**src/seq_pkg.sv**
```systemverilog
package seq_pkg;
  // machine widths
  localparam int DW = 16;
  localparam int PCW = 10;
  localparam int NREG = 32;
  // condition code selector values
  localparam logic [4:0] CC_INT = 5'h00;
  localparam logic [4:0] CC_BCZ = 5'h01;
  localparam logic [4:0] CC_FA = 5'h02;
  localparam logic [4:0] CC_FB = 5'h03;
  localparam logic [4:0] CC_FC = 5'h04;
  localparam logic [4:0] CC_FD = 5'h05;
  localparam logic [4:0] CC_Z = 5'h06;
  localparam logic [4:0] CC_O = 5'h07;
  localparam logic [4:0] CC_S = 5'h08;
  localparam logic [4:0] CC_CY = 5'h09;
  localparam logic [4:0] CC_ACO = 5'h0a;
  localparam logic [4:0] CC_STACK_FULL_FLAG = 5'h0b;
  localparam logic [4:0] CC_DOR = 5'h0c;
  localparam logic [4:0] CC_EXT0 = 5'h10;
  // program control codes
  localparam logic [1:0] PC_NONE = 2'h0;
  localparam logic [1:0] PC_TWB = 2'h1;
  localparam logic [1:0] PC_TWBALT = 2'h2;
  // datapath operations
  localparam logic [4:0] OP_NOP = 5'h00;
  localparam logic [4:0] OP_MOV = 5'h01;
  localparam logic [4:0] OP_ADD = 5'h02;
  localparam logic [4:0] OP_SUB = 5'h03;
  localparam logic [4:0] OP_MUL = 5'h04;
  localparam logic [4:0] OP_DIV = 5'h05;
  localparam logic [4:0] OP_AND = 5'h06;
  localparam logic [4:0] OP_OR = 5'h07;
  localparam logic [4:0] OP_XOR = 5'h08;
  localparam logic [4:0] OP_XNOR = 5'h09;
  localparam logic [4:0] OP_NEG = 5'h0a;
  localparam logic [4:0] OP_INC = 5'h0b;
  localparam logic [4:0] OP_DEC = 5'h0c;
  localparam logic [4:0] OP_INV = 5'h0d;
  localparam logic [4:0] OP_SHL = 5'h0e;
  localparam logic [4:0] OP_SHR = 5'h0f;
  // operand selectors: 0..31 general registers, then specials
  localparam logic [5:0] SEL_ACH = 6'h20;
  localparam logic [5:0] SEL_ACL = 6'h21;
  localparam logic [5:0] SEL_BC = 6'h22;
  localparam logic [5:0] SEL_AOR = 6'h23;
  localparam logic [5:0] SEL_IOR = 6'h24;
  localparam logic [5:0] SEL_DOR = 6'h25;
  localparam logic [5:0] SEL_Q = 6'h26;
  localparam logic [5:0] SEL_CONST = 6'h27;
  localparam logic [5:0] SEL_SWV = 6'h28;
  localparam logic [5:0] SEL_IIR = 6'h29;
  localparam logic [5:0] SEL_AIR = 6'h2a;
  localparam logic [5:0] SEL_NONE = 6'h3f;
  // shift fill sources
  localparam logic [3:0] FS_CY = 4'h0;
  localparam logic [3:0] FS_Z = 4'h1;
  localparam logic [3:0] FS_S = 4'h2;
  localparam logic [3:0] FS_ONE = 4'h3;
  localparam logic [3:0] FS_ZERO = 4'h4;
  localparam logic [3:0] FS_QREG_LOW_BIT = 4'h5;
  localparam logic [3:0] FS_QREG_HIGH_BIT = 4'h6;
  localparam logic [3:0] FS_REG_HIGH_BIT = 4'h7;
  localparam logic [3:0] FS_REG_LOW_BIT = 4'h8;
  localparam logic [3:0] FS_SERIAL_DATA_BIT = 4'h9;
  // reset values
  localparam logic [PCW-1:0] PC_RESET = 10'h000;
  localparam logic [DW-1:0] DATA_RESET = 16'h0000;

  // one decoded instruction word
  typedef struct packed {
    logic [1:0] prog_op;      // program control field
    logic [4:0] cc_sel;       // condition selector
    logic [PCW-1:0] target;   // branch target
    logic [4:0] op;           // datapath operation
    logic [5:0] dst1;         // peripheral or register destination
    logic [5:0] dst2;         // register destination of chained form
    logic [5:0] src1;
    logic [5:0] src2;         // SEL_NONE means two-operand form
    logic use_cp;             // carry from previous as third operand
    logic [3:0] fill1;        // fill for shifted register
    logic [3:0] fill2;        // fill for paired register
    logic [4:0] pair_reg;     // paired register of double shift
    logic pair_en;
    logic [DW-1:0] imm;       // immediate constant
    logic [7:0] out_ctl;      // output control field
  } instr_t;

  // status flags
  typedef struct packed {
    logic z;
    logic cy;
    logic s;
    logic o;
    logic addr_counter_overflow;
    logic block_count_zero_flag;
    logic dorf;
  } flags_t;
endpackage

```
**src/seq_core.sv**
```systemverilog
`timescale 1ns/10ps
`default_nettype none
module seq_core
  import seq_pkg::*;
(
  // clock and reset
  input wire logic clock,
  input wire logic sys_rst,
  // instruction stream
  input wire instr_t instr,
  input wire logic instr_valid,
  // sequencer context
  input wire logic [PCW-1:0] loop_count,
  input wire logic [PCW-1:0] stack_top,
  input wire logic stack_full,
  input wire logic int_pending,
  input wire logic [3:0] fifo_flags,
  input wire logic [7:0] ext_cond,
  // data inputs
  input wire logic [DW-1:0] switch_value_input,
  input wire logic [DW-1:0] input_holding_reg,
  input wire logic [DW-1:0] addr_input_reg,
  input wire logic serial_data_bit,
  // outputs
  output logic [PCW-1:0] pc,
  output logic stack_pop,
  output logic [DW-1:0] addr_output_reg,
  output logic [DW-1:0] io_output_reg,
  output logic [DW-1:0] data_output_reg,
  output logic [7:0] output_control_field,
  output flags_t flags
);
  // register file and datapath state
  logic [DW-1:0] regs_q [NREG];
  logic [DW-1:0] q_q, ach_q, acl_q, bc_q, aor_q, ior_q, dor_q;
  logic [PCW-1:0] pc_q;
  flags_t fl_q;
  logic [7:0] oc_q;

  // operand fetch shared by both sources
  function automatic logic [DW-1:0] fetch(input logic [5:0] s, input logic [DW-1:0] imm);
    logic [DW-1:0] v;
    v = DATA_RESET;
    if (s < 6'h20) v = regs_q[s[4:0]];
    else case (s)
      SEL_ACH: v = ach_q;
      SEL_ACL: v = acl_q;
      SEL_BC: v = bc_q;
      SEL_AOR: v = aor_q;
      SEL_IOR: v = ior_q;
      SEL_DOR: v = dor_q;
      SEL_Q: v = q_q;
      SEL_CONST: v = imm;
      SEL_SWV: v = switch_value_input;
      SEL_IIR: v = input_holding_reg;
      SEL_AIR: v = addr_input_reg;
      default: v = DATA_RESET;
    endcase
    return v;
  endfunction

  // shift fill bit selection, used for both shifted operands
  function automatic logic fill_bit(input logic [3:0] f, input logic [DW-1:0] r, input flags_t fl);
    logic b;
    b = 1'b0;
    case (f)
      FS_CY: b = fl.cy;
      FS_Z: b = fl.z;
      FS_S: b = fl.s;
      FS_ONE: b = 1'b1;
      FS_QREG_LOW_BIT: b = q_q[0];
      FS_QREG_HIGH_BIT: b = q_q[DW-1];
      FS_REG_HIGH_BIT: b = r[DW-1];
      FS_REG_LOW_BIT: b = r[0];
      FS_SERIAL_DATA_BIT: b = serial_data_bit;
      default: b = 1'b0;
    endcase
    return b;
  endfunction

  // condition selection
  wire [4:0] cs = instr.cc_sel;
  wire cond_true = (cs >= CC_EXT0) ? ext_cond[cs[2:0]] :
    (cs == CC_INT) ? int_pending : (cs == CC_BCZ) ? fl_q.block_count_zero_flag :
    (cs == CC_FA) ? fifo_flags[0] : (cs == CC_FB) ? fifo_flags[1] :
    (cs == CC_FC) ? fifo_flags[2] : (cs == CC_FD) ? fifo_flags[3] :
    (cs == CC_Z) ? fl_q.z : (cs == CC_O) ? fl_q.o : (cs == CC_S) ? fl_q.s :
    (cs == CC_CY) ? fl_q.cy : (cs == CC_ACO) ? fl_q.addr_counter_overflow :
    (cs == CC_STACK_FULL_FLAG) ? stack_full : (cs == CC_DOR) ? fl_q.dorf : 1'b0;

  // three-way branch next pc; both opcodes share one path
  wire is_twb = instr_valid && (instr.prog_op == PC_TWB || instr.prog_op == PC_TWBALT);
  wire [PCW-1:0] pc_seq = pc_q + 10'h001;
  wire [PCW-1:0] pc_d = !instr_valid ? pc_q :
    !is_twb ? pc_seq :
    cond_true ? pc_seq :
    (loop_count == 10'h000) ? instr.target :
    stack_top; // relies on a valid stack top

  // datapath operands
  wire two_op = (instr.src2 == SEL_NONE);
  wire [DW-1:0] a = two_op ? fetch(instr.dst1, instr.imm) : fetch(instr.src1, instr.imm);
  wire [DW-1:0] b = two_op ? fetch(instr.src1, instr.imm) : fetch(instr.src2, instr.imm);
  wire cin = instr.use_cp & fl_q.cy;
  wire [DW-1:0] pr = regs_q[instr.pair_reg];

  // arithmetic results; add and subtract carry out, multiply and divide do not
  wire [DW:0] add_r = {1'b0, a} + {1'b0, b} + {16'h0000, cin};
  wire [DW:0] sub_r = {1'b0, a} - {1'b0, b} - {16'h0000, cin};
  wire [2*DW-1:0] mul_r = a * b;
  wire [DW-1:0] div_r = (b == DATA_RESET) ? {DW{1'b1}} : a / b;

  // result mux
  logic [DW-1:0] res, pair_res;
  logic res_cy, res_o, wr;
  always_comb
  begin
    res = DATA_RESET;
    pair_res = pr;
    res_cy = 1'b0;
    res_o = 1'b0;
    wr = instr_valid;
    case (instr.op)
      OP_MOV: res = b;
      OP_ADD:
      begin
        res = add_r[DW-1:0];
        res_cy = add_r[DW];
        res_o = (a[DW-1] == b[DW-1]) && (res[DW-1] != a[DW-1]);
      end
      OP_SUB:
      begin
        res = sub_r[DW-1:0];
        res_cy = sub_r[DW];
        res_o = (a[DW-1] != b[DW-1]) && (res[DW-1] != a[DW-1]);
      end
      OP_MUL: res = mul_r[DW-1:0];
      OP_DIV: res = div_r;
      OP_AND: res = a & b;
      OP_OR: res = a | b;
      OP_XOR: res = a ^ b;
      OP_XNOR: res = ~(a ^ b);
      OP_NEG: res = DATA_RESET - b;
      OP_INC: res = b + 16'h0001;
      OP_DEC: res = b - 16'h0001;
      OP_INV: res = ~b;
      OP_SHL:
      begin
        res = {b[DW-2:0], fill_bit(instr.fill1, b, fl_q)};
        res_cy = b[DW-1];
        pair_res = {pr[DW-2:0], fill_bit(instr.fill2, pr, fl_q)};
      end
      OP_SHR:
      begin
        res = {fill_bit(instr.fill1, b, fl_q), b[DW-1:1]};
        res_cy = b[0];
        pair_res = {fill_bit(instr.fill2, pr, fl_q), pr[DW-1:1]};
      end
      default: wr = 1'b0;
    endcase
  end

  // destination write enables
  wire shift_op = (instr.op == OP_SHL) || (instr.op == OP_SHR);
  wire [5:0] dst_w = (shift_op && two_op && instr.src1 < 6'h20) ? instr.src1 : instr.dst1;
  wire chain = (instr.dst2 != SEL_NONE);
  function automatic logic hit(input logic [5:0] d, input logic [5:0] s);
    return d == s;
  endfunction
  wire w_ach = wr && (hit(dst_w, SEL_ACH) || hit(instr.dst2, SEL_ACH));
  wire w_acl = wr && (hit(dst_w, SEL_ACL) || hit(instr.dst2, SEL_ACL));
  wire w_bc = wr && (hit(dst_w, SEL_BC) || hit(instr.dst2, SEL_BC));
  wire w_dor = wr && hit(dst_w, SEL_DOR);
  wire res_zero = (res == DATA_RESET);

  // flags: zero and sign from result, peripheral flags by destination
  flags_t fl_d;
  always_comb
  begin
    fl_d = fl_q;
    if (wr && instr.op != OP_MOV)
    begin
      fl_d.z = res_zero;
      fl_d.s = res[DW-1];
      fl_d.cy = res_cy;
      fl_d.o = res_o;
    end
    if (w_dor) fl_d.dorf = 1'b1;
    if (w_ach || w_acl) fl_d.addr_counter_overflow = res_cy;
    if (w_bc) fl_d.block_count_zero_flag = res_zero;
  end

  // register file; a loop keeps per-register write logic uniform
  for (genvar i = 0; i < NREG; i++)
  begin : g_reg
    wire w_i = wr && (hit(dst_w, 6'(i)) || (chain && hit(instr.dst2, 6'(i))));
    wire p_i = wr && shift_op && instr.pair_en && (instr.pair_reg == 5'(i));
    always_ff @(posedge clock)
    begin
      if (sys_rst) regs_q[i] <= DATA_RESET;
      else if (w_i) regs_q[i] <= res;
      else if (p_i) regs_q[i] <= pair_res;
    end
  end

  // special registers and sequencer state
  // control fields update in the same cycle as the datapath op
  always_ff @(posedge clock)
  begin
    if (sys_rst)
    begin
      pc_q <= PC_RESET;
      fl_q <= '0;
      oc_q <= 8'h00;
      q_q <= DATA_RESET;
      ach_q <= DATA_RESET;
      acl_q <= DATA_RESET;
      bc_q <= DATA_RESET;
      aor_q <= DATA_RESET;
      ior_q <= DATA_RESET;
      dor_q <= DATA_RESET;
    end
    else
    begin
      pc_q <= pc_d;
      fl_q <= fl_d;
      if (instr_valid) oc_q <= instr.out_ctl;
      if (wr && (hit(dst_w, SEL_Q) || (chain && hit(instr.dst2, SEL_Q)))) q_q <= res;
      if (w_ach) ach_q <= res;
      if (w_acl) acl_q <= res;
      if (w_bc) bc_q <= res;
      if (wr && (hit(dst_w, SEL_AOR) || hit(instr.dst2, SEL_AOR))) aor_q <= res;
      if (wr && (hit(dst_w, SEL_IOR) || hit(instr.dst2, SEL_IOR))) ior_q <= res;
      if (w_dor || (wr && hit(instr.dst2, SEL_DOR))) dor_q <= res;
    end
  end

  // outputs; the stack is never popped by this block
  assign stack_pop = 1'b0;
  assign pc = pc_q;
  assign addr_output_reg = aor_q;
  assign io_output_reg = ior_q;
  assign data_output_reg = dor_q;
  assign output_control_field = oc_q;
  assign flags = fl_q;

  // checks
  property p_twb_true;
    @(posedge clock) disable iff (sys_rst) is_twb && cond_true |=> pc == $past(pc) + 10'h001;
  endproperty
  a_twb_true: assert property (p_twb_true) else $error("true branch not sequential");
  property p_twb_zero;
    @(posedge clock) disable iff (sys_rst)
      is_twb && !cond_true && loop_count == 10'h000 |=> pc == $past(instr.target);
  endproperty
  a_twb_zero: assert property (p_twb_zero) else $error("zero count target missed");
  property p_twb_stack;
    @(posedge clock) disable iff (sys_rst)
      is_twb && !cond_true && loop_count != 10'h000 |=> pc == $past(stack_top);
  endproperty
  a_twb_stack: assert property (p_twb_stack) else $error("stack top not taken");
  property p_no_pop;
    @(posedge clock) disable iff (sys_rst) is_twb |-> !stack_pop;
  endproperty
  a_no_pop: assert property (p_no_pop) else $error("stack popped on branch");
  property p_xnor;
    @(posedge clock) disable iff (sys_rst)
      instr_valid && instr.op == OP_XNOR && instr.dst1 == SEL_AOR
      |=> addr_output_reg == ~($past(a) ^ $past(b));
  endproperty
  a_xnor: assert property (p_xnor) else $error("xnor result wrong");
  property p_xor;
    @(posedge clock) disable iff (sys_rst)
      instr_valid && instr.op == OP_XOR && instr.dst1 == SEL_IOR
      |=> io_output_reg == ($past(a) ^ $past(b));
  endproperty
  a_xor: assert property (p_xor) else $error("xor result wrong");
  property p_zflag;
    @(posedge clock) disable iff (sys_rst)
      instr_valid && instr.op == OP_AND |=> flags.z == ($past(res) == 16'h0000);
  endproperty
  a_zflag: assert property (p_zflag) else $error("zero flag wrong");
  property p_dorf;
    @(posedge clock) disable iff (sys_rst) w_dor |=> flags.dorf;
  endproperty
  a_dorf: assert property (p_dorf) else $error("output flag not set");
  property p_oc;
    @(posedge clock) disable iff (sys_rst)
      instr_valid |=> output_control_field == $past(instr.out_ctl);
  endproperty
  a_oc: assert property (p_oc) else $error("output control late");
  c_true: cover property (@(posedge clock) is_twb && cond_true);
  c_zero: cover property (@(posedge clock) is_twb && !cond_true && loop_count == 10'h000);
  c_stack: cover property (@(posedge clock) is_twb && !cond_true && loop_count != 10'h000);
  c_chain: cover property (@(posedge clock) instr_valid && chain && wr);
endmodule
`default_nettype wire

```
**config.mk**
```make
export PLATFORM = sky130hd
export DESIGN_NAME = seq_core
export DESIGN_NICKNAME = d
export VERILOG_FILES = /design/src/seq_pkg.sv /design/src/seq_core.sv
export SDC_FILE = /design/constraint.sdc
export NUM_CORES = 2
export LEC_CHECK = 0
export BUFFER_PORTS_ARGS = -buffer_cell sky130_fd_sc_hd__buf_2
export CAP_MARGIN = 30
export CORE_ASPECT_RATIO = 1.2
export CORE_UTILIZATION = 28
export CTS_CLUSTER_DIAMETER = 50
export DETAILED_ROUTE_END_ITERATION = 8
export PLACE_DENSITY = 0.42
export SLEW_MARGIN = 20
export SYNTH_ARGS = -nofsm -noshare
export SYNTH_HDL_FRONTEND = slang
export SYNTH_SLANG_ARGS = --single-unit
```
**constraint.sdc**
```tcl
create_clock -name clock -period 53 [get_ports clock]
set_input_delay 15.9 -clock clock [delete_from_list [all_inputs] [get_ports clock]]
set_output_delay 15.9 -clock clock [all_outputs]
set_load 0.02 [all_outputs]
```
# Word-level counts from Yosys, hierarchy flattened
# Memories as Yosys holds them, arrays and structs flattened.
# Index checks and enable logic that the tools add are counted.
totals:
  mem_count: 1
  reg_bits: 137
  ramBits: 512
  input_bits: 171
  elab_cells: 785
  out_inout_bits: 74
memory_table:
  columns: ["name", "words", "word_bits", "read_ports", "rd_clocked_by_memory_dff", "write_ports", "line_no", "rtl"]
  rows:
  - ["regs_q", 32, 16, 4, 0, 32, "seq_core.sv:34", "logic [DW-1:0] regs_q [NREG];"]
classes:
  order_cmp: 5
  mul: 1
  mux: 326
  n_reduce_logical: 165
  eq_ne: 192
  bitwise: 70
  n_addsub: 8
  div_mod_pow: 1
op_table:
  columns: ["cell", "count"]
  rows:
  - ["2-to-1 mux 16 bit", 70]
  - ["case mux 16 bit (11 select lines)", 3]
  - ["== test 6 bit, second input constant", 48]
  - ["2-to-1 mux 1 bit", 242]
  - ["case mux 16 bit (15 select lines)", 1]
  - ["== test 6 x 5 -> 1 bit, second input constant", 32]
  - ["logical AND 1 bit", 113]
  - ["== test 5 x 4 -> 1 bit, second input constant", 21]
  - ["== test 6 x 4 -> 1 bit, second input constant", 16]
  - ["== test 5 bit, second input constant", 16]
  - ["bitwise OR 1 bit", 64]
  - ["== test 5 x 3 -> 1 bit, second input constant", 12]
  - ["== test 6 x 3 -> 1 bit, second input constant", 8]
  - ["logical OR 1 bit", 42]
  - ["zero test 16 bit", 2]
  - ["inverter 16 bit", 2]
  - ["case mux 16 bit (2 select lines)", 1]
  - ["== test 5 x 2 -> 1 bit, second input constant", 6]
  - ["2-to-1 mux 10 bit", 3]
  - ["== test 4 x 3 -> 1 bit, second input constant", 6]
  - ["== test 6 x 2 -> 1 bit, second input constant", 4]
  - ["< comparator 6 bit, second input constant", 3]
  - ["case mux 1 bit (9 select lines)", 2]
  - ["adder 16 x 16 -> 17 bit", 1]
  - ["35 further kinds", 50]

# Logic depth before layout (Yosys ltp)
depth:
  word_depth: 17
  depth_mapped: 180
  ltp_nobuf: 163

# Worst setup path after synthesis
# Ideal clock, no wire load.
synth_timing:
  kind: "input to register"
  start: "input instr[45] (netlist name)"
  end: "memory regs_q[10][0], data pin"
  setup_ns: 0.271
  stages: 170
  setup_slack_ns: 3.436
  arrival_ns: 49.293
  t_required_ns: 52.729
  cell_sequence: "buf_2 > buf_4 > buf_4 > buf_2 > mux4_2 > nor2_1 > nor3_1 > or3_1 > a32o_1 > inv_1 > clkbuf_1 > buf_1 > ha_1 > a31oi_1 > a31oi_1 > ha_1 > or3_1 > and3_1 > (+134 left out) > o21a_1 > clkbuf_1 > mux2_2 > ha_1 > a21boi_0 > o21a_1 > o21ai_0 > a21oi_1 > o211ai_1 > nand2_1 > a21oi_1 > nor2_1 > a2111oi_0 > nor3_1 > nor4_1 > clkbuf_1 > clkbuf_1 > o22ai_1"
synth_lines:
  columns: ["item", "line_no", "rtl"]
  rows:
  - ["start: declaration", "seq_core.sv:10", "input wire instr_t instr,"]
  - ["end: declaration", "seq_core.sv:34", null]

# Final worst setup path
layout_timing:
  start: "input instr[40] (netlist name)"
  end: "register fl_q (netlist bit flags[6])"
layout_via:
  elab_chain_len: 8
  elab_cells_between_ends: 37
layout_rtl:
  columns: ["item", "line_no", "rtl"]
  rows:
  - ["branches (longest 6 deep; another with memory read (32 x 16 bit))", null, null]
  - ["case mux 16 bit (15 select lines) *", "seq_core.sv:123", "case (instr.op)"]
  - ["zero test 16 bit *", "seq_core.sv:174", "wire res_zero = (res == DATA_RESET);"]
  - ["end signal: assignment", "seq_core.sv:226", "fl_q <= fl_d;"]
  - ["end: declaration", "seq_core.sv:37", "flags_t fl_q;"]
# Every way passes the cells marked *.
# A chain may end at the register's enable or synchronous reset.

==> out/results.ini <==
[grt]
grt_pass1_wl_mm = 507
grt_pass1_vias = 58674
grt_overflow_total = 0
grt_usage_pct = 32.9
grt_max_degree = 90
antenna_found_initial = 32

[sta]
hold_viol = 0
worst_pin_slew_ns = 1.15
rsz0062_at_grt = false
setup_viol = 0
finalCritPeriodShare_pct = 95.5
fin_worst_skew_ns = 0.0626
drv_slew = 0
fin_crit_ns = 50.64
slew_headroom_pct = 23.0
tns_ns = 0
max_freq_ghz = 0.0197

[outcome]
outcome = complete, no violations

[finish]
fin_area_um2 = 71900
drive_above_1_share_pct = 24.8
fill_cells = 22268
max_flop_register = regs_q
finalCoreUtilization_pct = 32.9
area_growth_pct = 16.8
largest_reg_flops = 512
final_nets = 6802

[yosys]
ys_top_cells_by_area = edfxtp_1, mux4_2, o22ai_1
synth_common_cells = o22ai_1, edfxtp_1, mux4_2, clkbuf_1, nor2_1
synthFlopType = edfxtp_1
synthArstFlopShare_pct = 0
synth_area_leader_cell = edfxtp_1
yosys_warnings = 0
avgSynthCellArea_um2 = 9.99
synth_most_common_cell = o22ai_1
synth-seq-cells = 649
synth_fp_nets = 6681
seq_area_frac_synth_pct = 29.4
synth-edff-count = 512
synth_cell_types = 98
synth_top_area_share_pct = 25.0
mappedNetlistArea_um2 = 61500
syn_inst = 6160

[power]
p_int_mw = 2.37
p_leak_nw = 26.2
powerDensity_nw_per_um2 = 64.6
power_mw = 4.64
pwr-share-clk_pct = 15.9
power.switching_mw = 2.27
seqPwrFrac_pct = 12.6
p_comb_share_pct = 71.5
vdd_drop_max_mv = 0.176
swShare_pct = 48.9

[worst_setup_path]
max_stage_delay_ns = 0.51
crit_fanout = 38
startpoint_type = input port
worstSetupPathType = input port to register
arrival_ns = 51.30
crit_top_cell = o21a_1
slowest_stage = or4_1
crit_path_end_kind = register
cp_data_required_time_ns = 53.66

[cts]
numCtsBuffers = 103
cts_tree = built
clock-sinks = 649
clk_pin_slew_ns = 0.06
htreeDepth = 3
root_buffer = clkbuf_16
clockBufferDepth = 3
clk_latency_ns = 0.76

[run]
cap_violations = 0

[placed_design]
dpl_cell_area_um2 = 67800
port_buffers = 243
hpwl_mm = 271
gp_congestion = 1.02

[route]
first_pass_iters = 8
drt-total-wl_mm = 377
wl_per_cell_um = 40.8
vias_per_cell = 6.74
vias = 62242
drt_iter0_markers = 9059
drc = 0
ant_nets = 0

[floorplan]
pin_count = 245
die_area_um2 = 222000
num_rows = 188
core_area_um2 = 219000
dieWidth_um = 430
initial_core_util_pct = 28.2
die_y_um = 516

[worst_hold_path]
holdCritPathClass = register to register

kinds of logic after synthesis:
logic type,count (synthesis),share of synthesized area [%]
XOR/XNOR,113,1.72
AND/OR/NAND/NOR,1763,14.0
multiplexers,734,22.1
other,1,0.00609
adder cells (fa/ha/maj),350,8.15
AO/OA/AOI/OAI,1717,19.1
buffers and inverters,833,5.48
flip-flops,649,29.4
worst max-delay path: cells and delay by family:
kind            cells  cell delay (ns)
simple gates       45             9.17
compound gates     81            16.56
mux                 7             2.25
fa+ha+maj          15             4.49
buf+inv            14             2.68
routing by layer:
metal / track usage, % / part of all wire, %
met1: 39.5 / 36
met2: 51.1 / 45
met3: 9.04 / 11
met4: 22.1 / 8.0
met5: 0 / 0.038
path summary, 6_finish.rpt:
path | start | end | slack [ns] | cells after the start
setup / recovery | instr[40] | flags[6] | 2.36 | 162
hold / removal | output_control_field[1] | output_control_field[1] | 0.49 | 2
setup reg to reg | regs_q[3][8] | flags[6] | 17.74 | 159
hold reg to reg | output_control_field[1] | output_control_field[1] | 0.49 | 2
area by class of cell:
| class | instances | area [µm²] | area share (%) |
|---|---|---|---|
| diodes | 17 | 42.5 | 0.0592 |
| clock buffers | 116 | 2720 | 3.78 |
| clock inverters | 79 | 933 | 1.30 |
| inverters | 204 | 766 | 1.07 |
| multi-input cells | 4679 | 40900 | 56.9 |
| flip-flops and latches | 649 | 18100 | 25.2 |
| well taps | 2850 | 3570 | 4.96 |
| repair buffers | 644 | 4860 | 6.77 |
cell usage in the layout (no fill, tap or decap), types with 36 or more instances in the layout:
cell type / count
o221ai_1: 40
a21oi_1: 190
buf_4: 341
a21o_1: 49
mux4_2: 491
xnor2_1: 71
mux2i_1: 174
a32oi_1: 39
and2_1: 47
o22ai_1: 605
ha_1: 265
and3_1: 52
nand3_1: 308
mux2_2: 65
fa_1: 85
o21a_1: 44
a22oi_1: 116
xor2_1: 37
a211oi_1: 137
edfxtp_1: 512
nand2_1: 342
nand2b_1: 57
buf_2: 236
a31oi_1: 59
o21ai_0: 132
inv_1: 196
clkbuf_16: 107
dfxtp_1: 137
nor2b_1: 36
nor3_1: 135
nor2_1: 437
or2_2: 47
nand4_1: 88
power groups by stage:
| stage | combinational, mW | clock (mW) | sequential [mW] |
|---|---|---|---|
| after floorplan | 2.32 | 0 | 0.587 |
| after global placement | 3.25 | 0 | 0.593 |
| after detailed placement | 3.23 | 0 | 0.593 |
| after CTS | 3.25 | 0.738 | 0.583 |
| after global routing | 3.66 | 0.757 | 0.585 |
| final | 3.32 | 0.739 | 0.584 |
through the flow:
stage | hold WS (ns) | cells | worst slack [ns]
2_1_floorplan | 0.499 | 6160 | 3.44
3_3_place_gp | 0.474 | 8965 | 0.157
3_5_place_dp | 0.483 | 9008 | 0.116
4_1_cts | 0.497 | 9203 | 0.681
5_1_grt | 0.522 | 9226 | 0.0239
6_report | 0.492 | 9238 | 2.36
timing repair:
action,4_1_cts,5_1_grt
buffers inserted,0,9
resized for setup,0,43
hold buffers,0,0
endpoints found under the setup margin,0,41
No activity file was read; power rests on OpenSTA's default activity.
